<file path="src/err_report_pkg.sv">
// package: error codes, status bit layout and event carrier for error reporting
// How it works
// - error query answers latched code, zero means none
// - error query clears programming error status flag
// - bad character or malformed number records code four
// - unknown or misplaced command token records four
// - parameter outside permitted range records code five
// - setpoint above soft limit records code six
// - soft limit below present setting records seven
// - response requested without query records code eight
// - trip level below output voltage records nine
// - secondary processor silent records code ten
// - calibration command outside calibration mode records twelve
// - bus timeout recovery lights green indicator
// - bus timeout recovery leaves serial link untouched
// - primary restart lights first red indicator
// - secondary restart lights second red indicator
// - reset command turns off all three indicators
// - rejected soft limit lights error, sets flag
// - programming error flag sits at bit seven
package err_report_pkg;
	localparam int CODE_W = 4;
	localparam logic [3:0] CODE_NONE      = 4'h0;
	localparam logic [3:0] CODE_SYNTAX    = 4'h4;
	localparam logic [3:0] CODE_RANGE     = 4'h5;
	localparam logic [3:0] CODE_SOFT_LIM  = 4'h6;
	localparam logic [3:0] CODE_BAD_LIMIT = 4'h7;
	localparam logic [3:0] CODE_NO_QUERY  = 4'h8;
	localparam logic [3:0] CODE_TRIP_LOW  = 4'h9;
	localparam logic [3:0] CODE_NO_SLAVE  = 4'hA;
	localparam logic [3:0] CODE_CAL_ILLEG = 4'hC;
	localparam int STAT_W       = 13;
	localparam int ERR_BIT_POS  = 7;
	localparam logic [12:0] STAT_RESET = 13'h0000;
	localparam int SYNC_STAGES  = 3;

	// one-cycle failure reports from the command parser
	typedef struct packed {
		logic bad_char;
		logic bad_number;
		logic unknown_word;
		logic misplaced_token;
		logic out_of_range;
		logic over_soft_limit;
		logic limit_below_set;
		logic read_without_query;
		logic trip_below_output;
		logic slave_silent;
		logic cal_not_enabled;
	} cmd_fail_s;

	// asynchronous recovery events from the processor watchdogs
	typedef struct packed {
		logic bus_timeout_recovered;
		logic primary_restart;
		logic secondary_restart;
	} recovery_s;
endpackage

</file>
<file path="src/error_code_reporting.sv">
// error code latching, status error flag and recovery indicators
`timescale 1ns/1ps
`default_nettype none
module error_code_reporting
	import err_report_pkg::*;
(
	input  wire logic              core_clk_i,
	input  wire logic              rst_i,
	input  wire cmd_fail_s         fail_i,
	input  wire logic              err_query_i,
	input  wire logic              reset_cmd_i,
	input  wire logic              calibration_mode_switch_i,
	input  wire logic              cal_cmd_i,
	input  wire recovery_s         recovery_i,
	input  wire logic [STAT_W-1:0] status_cond_i,
	output logic [CODE_W-1:0]      err_code_o,
	output logic                   err_code_valid_o,
	output logic [STAT_W-1:0]      status_o,
	output logic                   err_led_o,
	output logic                   recovery_green_o,
	output logic                   recovery_red_primary_o,
	output logic                   recovery_red_secondary_o
);
	logic [CODE_W-1:0] code;
	logic [CODE_W-1:0] next_code;
	logic              err_flag;
	logic              next_err_flag;
	logic [CODE_W-1:0] next_err_code_o;
	logic              next_err_code_valid_o;
	logic [STAT_W-1:0] next_status_o;
	logic              next_green;
	logic              next_red_p;
	logic              next_red_s;
	logic              green_ev;
	logic              red_p_ev;
	logic              red_s_ev;
	logic              cal_illegal;
	logic              any_fail;
	logic [CODE_W-1:0] new_code;

	// maps a failure bundle to a code; later-listed classes win on ties
	function automatic logic [CODE_W-1:0] classify(input cmd_fail_s f,
		input logic cal_bad);
		logic [CODE_W-1:0] c;
		c = CODE_NONE;
		if (f.bad_char || f.bad_number)
			c = CODE_SYNTAX;
		if (f.unknown_word || f.misplaced_token)
			c = CODE_SYNTAX;
		if (f.out_of_range)
			c = CODE_RANGE;
		if (f.over_soft_limit)
			c = CODE_SOFT_LIM;
		if (f.limit_below_set)
			c = CODE_BAD_LIMIT;
		if (f.read_without_query)
			c = CODE_NO_QUERY;
		if (f.trip_below_output)
			c = CODE_TRIP_LOW;
		if (f.slave_silent)
			c = CODE_NO_SLAVE;
		if (f.cal_not_enabled || cal_bad)
			c = CODE_CAL_ILLEG;
		return c;
	endfunction

	// recovery events come from free-running watchdog logic, so synchronise
	pulse_sync u_sync_green (
		.core_clk_i (core_clk_i),
		.rst_i      (rst_i),
		.async_i    (recovery_i.bus_timeout_recovered),
		.rise_o     (green_ev)
	);
	pulse_sync u_sync_red_p (
		.core_clk_i (core_clk_i),
		.rst_i      (rst_i),
		.async_i    (recovery_i.primary_restart),
		.rise_o     (red_p_ev)
	);
	pulse_sync u_sync_red_s (
		.core_clk_i (core_clk_i),
		.rst_i      (rst_i),
		.async_i    (recovery_i.secondary_restart),
		.rise_o     (red_s_ev)
	);

	assign cal_illegal = cal_cmd_i & ~calibration_mode_switch_i;
	assign new_code    = classify(fail_i, cal_illegal);
	assign any_fail    = (new_code != CODE_NONE);

	// error latch: a new failure in the query cycle survives the clear
	always_comb
	begin
		next_code             = code;
		next_err_flag         = err_flag;
		next_err_code_o       = err_code_o;
		next_err_code_valid_o = 1'b0;
		if (err_query_i)
		begin
			next_err_code_o       = code;
			next_err_code_valid_o = 1'b1;
			next_code             = CODE_NONE;
			next_err_flag         = 1'b0;
		end
		if (any_fail)
		begin
			next_code     = new_code;
			next_err_flag = 1'b1;
		end
	end

	// status word: live conditions with the error flag merged at bit seven
	always_comb
	begin
		next_status_o              = status_cond_i;
		next_status_o[ERR_BIT_POS] = next_err_flag;
	end

	// indicators set on events; reset command clears, a same-cycle event wins
	always_comb
	begin
		next_green = recovery_green_o;
		next_red_p = recovery_red_primary_o;
		next_red_s = recovery_red_secondary_o;
		if (reset_cmd_i)
		begin
			next_green = 1'b0;
			next_red_p = 1'b0;
			next_red_s = 1'b0;
		end
		if (green_ev)
			next_green = 1'b1;
		if (red_p_ev)
			next_red_p = 1'b1;
		if (red_s_ev)
			next_red_s = 1'b1;
	end

	// the serial path has no input from recovery logic at all
	always_ff @(posedge core_clk_i or posedge rst_i)
	begin
		if (rst_i)
		begin
			code                     <= CODE_NONE;
			err_flag                 <= 1'b0;
			err_code_o               <= CODE_NONE;
			err_code_valid_o         <= 1'b0;
			status_o                 <= STAT_RESET;
			err_led_o                <= 1'b0;
			recovery_green_o         <= 1'b0;
			recovery_red_primary_o   <= 1'b0;
			recovery_red_secondary_o <= 1'b0;
		end
		else
		begin
			code                     <= next_code;
			err_flag                 <= next_err_flag;
			err_code_o               <= next_err_code_o;
			err_code_valid_o         <= next_err_code_valid_o;
			status_o                 <= next_status_o;
			err_led_o                <= next_err_flag;
			recovery_green_o         <= next_green;
			recovery_red_primary_o   <= next_red_p;
			recovery_red_secondary_o <= next_red_s;
		end
	end
endmodule
`default_nettype wire

</file>
<file path="src/pulse_sync.sv">
// three-stage synchroniser with agreement-based edge detection
`timescale 1ns/1ps
`default_nettype none
module pulse_sync
	import err_report_pkg::*;
(
	input  wire logic core_clk_i,
	input  wire logic rst_i,
	input  wire logic async_i,
	output logic      rise_o
);
	logic [SYNC_STAGES-1:0] stage;
	logic [SYNC_STAGES-1:0] next_stage;
	logic                   level;
	logic                   next_level;
	logic                   next_rise;

	// stage[0] feeds only stage[1]; a level counts once stages 1 and 2 agree
	always_comb
	begin
		next_stage = {stage[1:0], async_i};
		next_level = level;
		if (stage[1] == stage[2])
			next_level = stage[2];
		next_rise = next_level & ~level;
	end

	always_ff @(posedge core_clk_i or posedge rst_i)
	begin
		if (rst_i)
		begin
			stage  <= '0;
			level  <= 1'b0;
			rise_o <= 1'b0;
		end
		else
		begin
			stage  <= next_stage;
			level  <= next_level;
			rise_o <= next_rise;
		end
	end
endmodule
`default_nettype wire
</file>
<file path="config.mk">
export PLATFORM = sky130hd
export DESIGN_NAME = error_code_reporting
export DESIGN_NICKNAME = d
export VERILOG_FILES = /design/src/err_report_pkg.sv /design/src/error_code_reporting.sv /design/src/pulse_sync.sv
export SDC_FILE = /design/constraint.sdc
export NUM_CORES = 1
export LEC_CHECK = 0
export BUFFER_PORTS_ARGS = -buffer_cell sky130_fd_sc_hd__buf_2
export CAP_MARGIN = 20
export CORE_MARGIN = 10
export CORE_UTILIZATION = 45
export DETAILED_ROUTE_END_ITERATION = 10
export GPL_TIMING_DRIVEN = 0
export PLACE_DENSITY = 0.82
export SYNTH_ARGS = -nofsm -noshare
export SYNTH_HDL_FRONTEND = slang
export SYNTH_SLANG_ARGS = --single-unit
</file>
<file path="constraint.sdc">
create_clock -name core_clk_i -period 1.46 [get_ports core_clk_i]
set_clock_uncertainty 0.05 [all_clocks]
set_input_delay 0.073 -clock core_clk_i [delete_from_list [all_inputs] [get_ports core_clk_i]]
set_output_delay 0.073 -clock core_clk_i [all_outputs]
set_load 0.05 [all_outputs]
</file>
## Word-level counts from Yosys, hierarchy flattened

Index checks and enable logic that the tools add are counted.

- Eq/ne operators: 3
- Mux-type cells: 21
- Bitwise operators: 8
- Reductions and logical operators: 8

Operators by type and width:

| operator | count |
|---|---|
| 2-to-1 mux 4 bit | 10 |
| 2-to-1 mux 1 bit | 10 |
| nonzero test 2 bit | 4 |
| AND 1 bit | 4 |
| inverter 1 bit | 4 |
| nonzero test 4 bit | 1 |
| equality test 1 bit | 3 |
| logical OR 1 bit | 3 |
| 2-to-1 mux 3 bit | 1 |

- Flip-flop bits (word level): 41
- Input port bits: 33
- Output and inout port bits: 22
- Word-level logic and storage cells: 57

## Depth between registers and ports, before layout

- Depth in word-level cells: 12
- Gate-level depth with buffers: 4

## Modules after synthesis

From an unflattened synthesis, not the netlist that was laid out.

- Cell total of the unflattened synthesis: 80
- Area total of the unflattened synthesis: 1305.0 um^2

Modules (own cells, without submodules):

| module | times used | cells each | area each (um^2) | seq. area each (um^2) |
|---|---|---|---|---|
| error_code_reporting | 1 | 56 | 854.6 | 625.6 |
| pulse_sync | 3 | 8 | 150.1 | 125.1 |

## Worst setup path after synthesis

Ideal clock, no wire load.

- Path kind: reg-to-reg
- Start point: register, netlist name status_o[7]
- End point: register status_o[7]
- Library setup time: 0.129 ns
- Data arrival time: 1.007 ns
- Required time: 1.281 ns
- Slack: 0.275 ns
- Stages on the path, launching flop included: 2
- Buffers on the path: 0
- Cells stage by stage: dfrtp_1 a2111o_1

RTL lines:

| what | RTL line | source |
|---|---|---|
| end signal: assignment | error_code_reporting.sv:160 | `status_o <= next_status_o;` |
| end: declaration | error_code_reporting.sv:18 | `output logic [STAT_W-1:0] status_o,` |

## Final worst setup path

- Start point: input port fail_i[1] in the netlist's numbering
- End point: register code[0]

- Word-level cells in the longest chain between the ends: 4
- Elaborated cells on any way between the ends: 5
- Those cells by class: mux: 3; reduce/logical: 2

RTL lines:

| what | RTL line | source |
|---|---|---|
| start: declaration | error_code_reporting.sv:9 | `input wire cmd_fail_s fail_i,` |
| 2-to-1 mux 4 bit (*) | error_code_reporting.sv:60 | `if (f.slave_silent)` |
| 2-to-1 mux 4 bit (*) | error_code_reporting.sv:62 | `if (f.cal_not_enabled \|\| cal_bad)` |
| nonzero test 4 bit | error_code_reporting.sv:89 | `assign any_fail = (new_code != CODE_NONE);` |
| 2-to-1 mux 4 bit / nonzero test 2 bit (equally long branches) | n/a |  |
| end signal: assignment | error_code_reporting.sv:156 | `code <= next_code;` |
| end: declaration | error_code_reporting.sv:24 | `logic [CODE_W-1:0] code;` |

Mark *: on every way between the ends. The rest lies on a longest branch, timed or not.
A chain may end at the register's enable or synchronous reset.

==> results.txt <==
CTS tree = built
Status = complete, no violations
Worst-Margin Slew = 0.610 ns
Final Critical Period = 1.33 ns
Cells after synthesis = 80
Critical Path RT = 1.69 ns
Final hold vios = 0
RSZ-0062 raised after global routing = no
Total Nets Final = 193
Startpoint Class = input port
Worst Setup Path Type = input port to register
Number of diodes = 0
MaxCap Viol Count = 0
Worst Hold End = code[1]
Setup Buffers After CTS = 0
GRT Overall Usage = 11.5%
Largest net degree at the start of global routing = 28
Starting Density = 46.9%
Synthesized net count = 113
Routed wire per std cell = 14.3 um
Post-route ant nets = 0
Clock share of power = 33.6%
Tcrit/Tclk final = 91.0%
Post-synthesis cell type count = 18
I/O pin count = 55
Logic pwr share = 14.5%
Initial DRT Pass Iterations = 4
Pint = 0.00175 W
DRT Wirelength = 2750 um
Hold buffers post-CTS = 19
Yosys warnings = 0
Worst hold start = fail_i[2]
DP Wirelength = 2000 um
Htree depth = 2
Fill cells = 188
Endpoint class of the critical path = register
Critical path data arrival time = 1.56 ns
Pwr Density = 1220 mW/mm2
Final Max Slew Viols = 0
RR Startpoint = status_o[7]
Placed inst area = 0.00161 mm2
Reg2Reg Setup Slack = 0.51 ns
Max IR drop VDD = 1.08 mV
CTS sink cnt = 40
Die ar. = 0.00539 mm2
Synth-to-Final Area Change = 48.1%
Number of register bits inferred by synthesis = 40
Final Cell Area = 0.00190 mm2
Critical path fanouts, max = 4
Worst-path clk slew = 0.11 ns
Setup TNS = 0 ns
R2R cell count = 1
Final setup violation count = 0
Number of port buffers = 53
Sequential-to-total area share from yosys stat = 78.0%
Psw = 0.000564 W
Cts repair resizes = 0
Hold/Removal Path Class = input port to register
Register share of total power = 51.9%
Grt ovf = 0
Clock latency at the later pin of the worst-skew pair = 0.33 ns
Layout cell share with drive strength beyond 1 = 44.1%
Core Area = 0.00273 mm2
Fmax = 753 MHz
First-pass GRT wire length = 4730 um
Worst R2R End = status_o[7]
Die X = 73.4 um
Vias = 913
Root Buffer Master = clkbuf_4
Die Ht = 73.4 um
Cell Rows = 19
Slew margin rel. = 59.3%
Global placement routability congestion = 0.739
DRC Markers = 0
Vias per cell = 4.76
Longest Clk Path Bufs = 2
Switching share of power = 24.4%
Clock buffer count from CTS = 5
Cell count of the worst hold path = 4
Vias in the first global route = 1023
Initial antenna violation count = 0
Initial DRC count = 28
Syn avg cell area = 16.0 um2
Mapped Area = 0.00128 mm2
Leak = 0.957 nW
-- critical path, stage by stage --
cell	delay (ns)
dlygate4sd3_1	0.53
buf_2	0.13
or3_4	0.36
nor4_4	0.27
a22o_2	0.19
-- synth_stat cells --
| cell | instances | share of area (%) |
|---|---|---|
| a211o_2 | 1 | 0.78 |
| or3_4 | 1 | 0.88 |
| a2111o_1 | 1 | 0.88 |
| maj3_1 | 3 | 2.3 |
| dfrtp_1 | 40 | 78 |
| mux2_2 | 4 | 3.5 |
| o21bai_1 | 2 | 1.2 |
| nand2_1 | 3 | 0.88 |
| o2bb2ai_1 | 1 | 0.68 |
| inv_1 | 5 | 1.5 |
| nor4_4 | 1 | 1.7 |
| nor2_1 | 7 | 2.0 |
| nor3_1 | 2 | 0.78 |
| a21o_1 | 4 | 2.3 |
| buf_4 | 1 | 0.59 |
| a22o_2 | 1 | 0.78 |
| nand3_1 | 1 | 0.39 |
| a21oi_1 | 2 | 0.78 |
-- placed cells by master, fill, tap and decap left out, types with 3 or more instances in the layout --
cell | netlist | final
nand2_1 | 3 | 3
nor2_1 | 7 | 7
buf_2 | 0 | 53
a21o_1 | 4 | 4
dlygate4sd3_1 | 0 | 19
mux2_2 | 4 | 4
maj3_1 | 3 | 3
inv_1 | 5 | 5
dfrtp_1 | 40 | 40
clkbuf_4 | 0 | 5
-- per-stage QoR --
| step | hold WS, ns | setup slack (ns) | instances | utilization [%] | power, W |
|---|---|---|---|---|---|
| after floorplan | 0.0544 | 0.275 | 80 | - | 0.00141 |
| after global placement | 0.131 | 0.0598 | 164 | 58.0 | 0.00150 |
| after detailed placement | 0.122 | 0.282 | 165 | 59.0 | 0.00152 |
| after CTS | 0.00996 | 0.153 | 192 | 69.5 | 0.00235 |
| after global routing | 0.0141 | 0.104 | 192 | 69.5 | 0.00244 |
| final | 0.0275 | 0.131 | 192 | 69.5 | 0.00232 |
-- worst max-delay path by stage --
stage                 from            end  slack (ns)  cells past startpoint
6_report         fail_i[1]        code[0]        0.13                      5
5_1_grt          fail_i[1]        code[0]        0.10                      5
4_1_cts          fail_i[1]        code[0]        0.15                      5
3_5_place_dp     fail_i[3]        code[0]        0.28                      4
3_3_place_gp         rst_i  err_code_o[1]        0.06                      2
2_1_floorplan  status_o[7]    status_o[7]        0.27                      1
-- power groups by stage --
stage / Sequential [W] / Combinational [W] / Clock [W]
6_report: 0.00120 / 0.000335 / 0.000779
5_1_grt: 0.00121 / 0.000364 / 0.000862
4_1_cts: 0.00120 / 0.000339 / 0.000806
3_5_place_dp: 0.00122 / 0.000299 / 0
3_3_place_gp: 0.00122 / 0.000283 / 0
2_1_floorplan: 0.00135 / 0.0000628 / 0
-- final cells by class --
cell class	instances	area, um2	area share [%]
flip-flops and latches	40	1000	52.7
repair buffers	73	483	25.4
multi-input cells	34	255	13.4
clock buffers	7	65.1	3.43
well taps	31	38.8	2.04
clock inverters	1	30.0	1.58
inverters	5	18.8	0.988
plain buffers	1	7.51	0.395
-- sequential cells by signal, indices dropped and copies added (netlist names), 3 cells and up --
| name | cells |
|---|---|
| code | 4 |
| err_code_o | 4 |
| status_o | 13 |
| u_sync_green.stage | 3 |
| u_sync_red_p.stage | 3 |
| u_sync_red_s.stage | 3 |
-- cell families (layout without fill, tap and decap cells) --
logic type	Yosys count	in the layout	share of synthesized area, %
multiplexers	4	4	3.51
AND/OR/NAND/NOR	15	15	6.63
AO/OA/AOI/OAI	12	12	7.41
adder cells (fa/ha/maj)	3	3	2.34
buffers and inverters	6	87	2.05
flip-flops	40	40	78.0
-- metal layers --
layer	GRT usage [%]	part of all wire [%]	wire length, um
met3	7.40	12	336
met4	3.73	1.1	30
met1	12.1	39	1080
met5	0	0	0
met2	18.3	47	1300
Power figures use the tool's default switching activity.
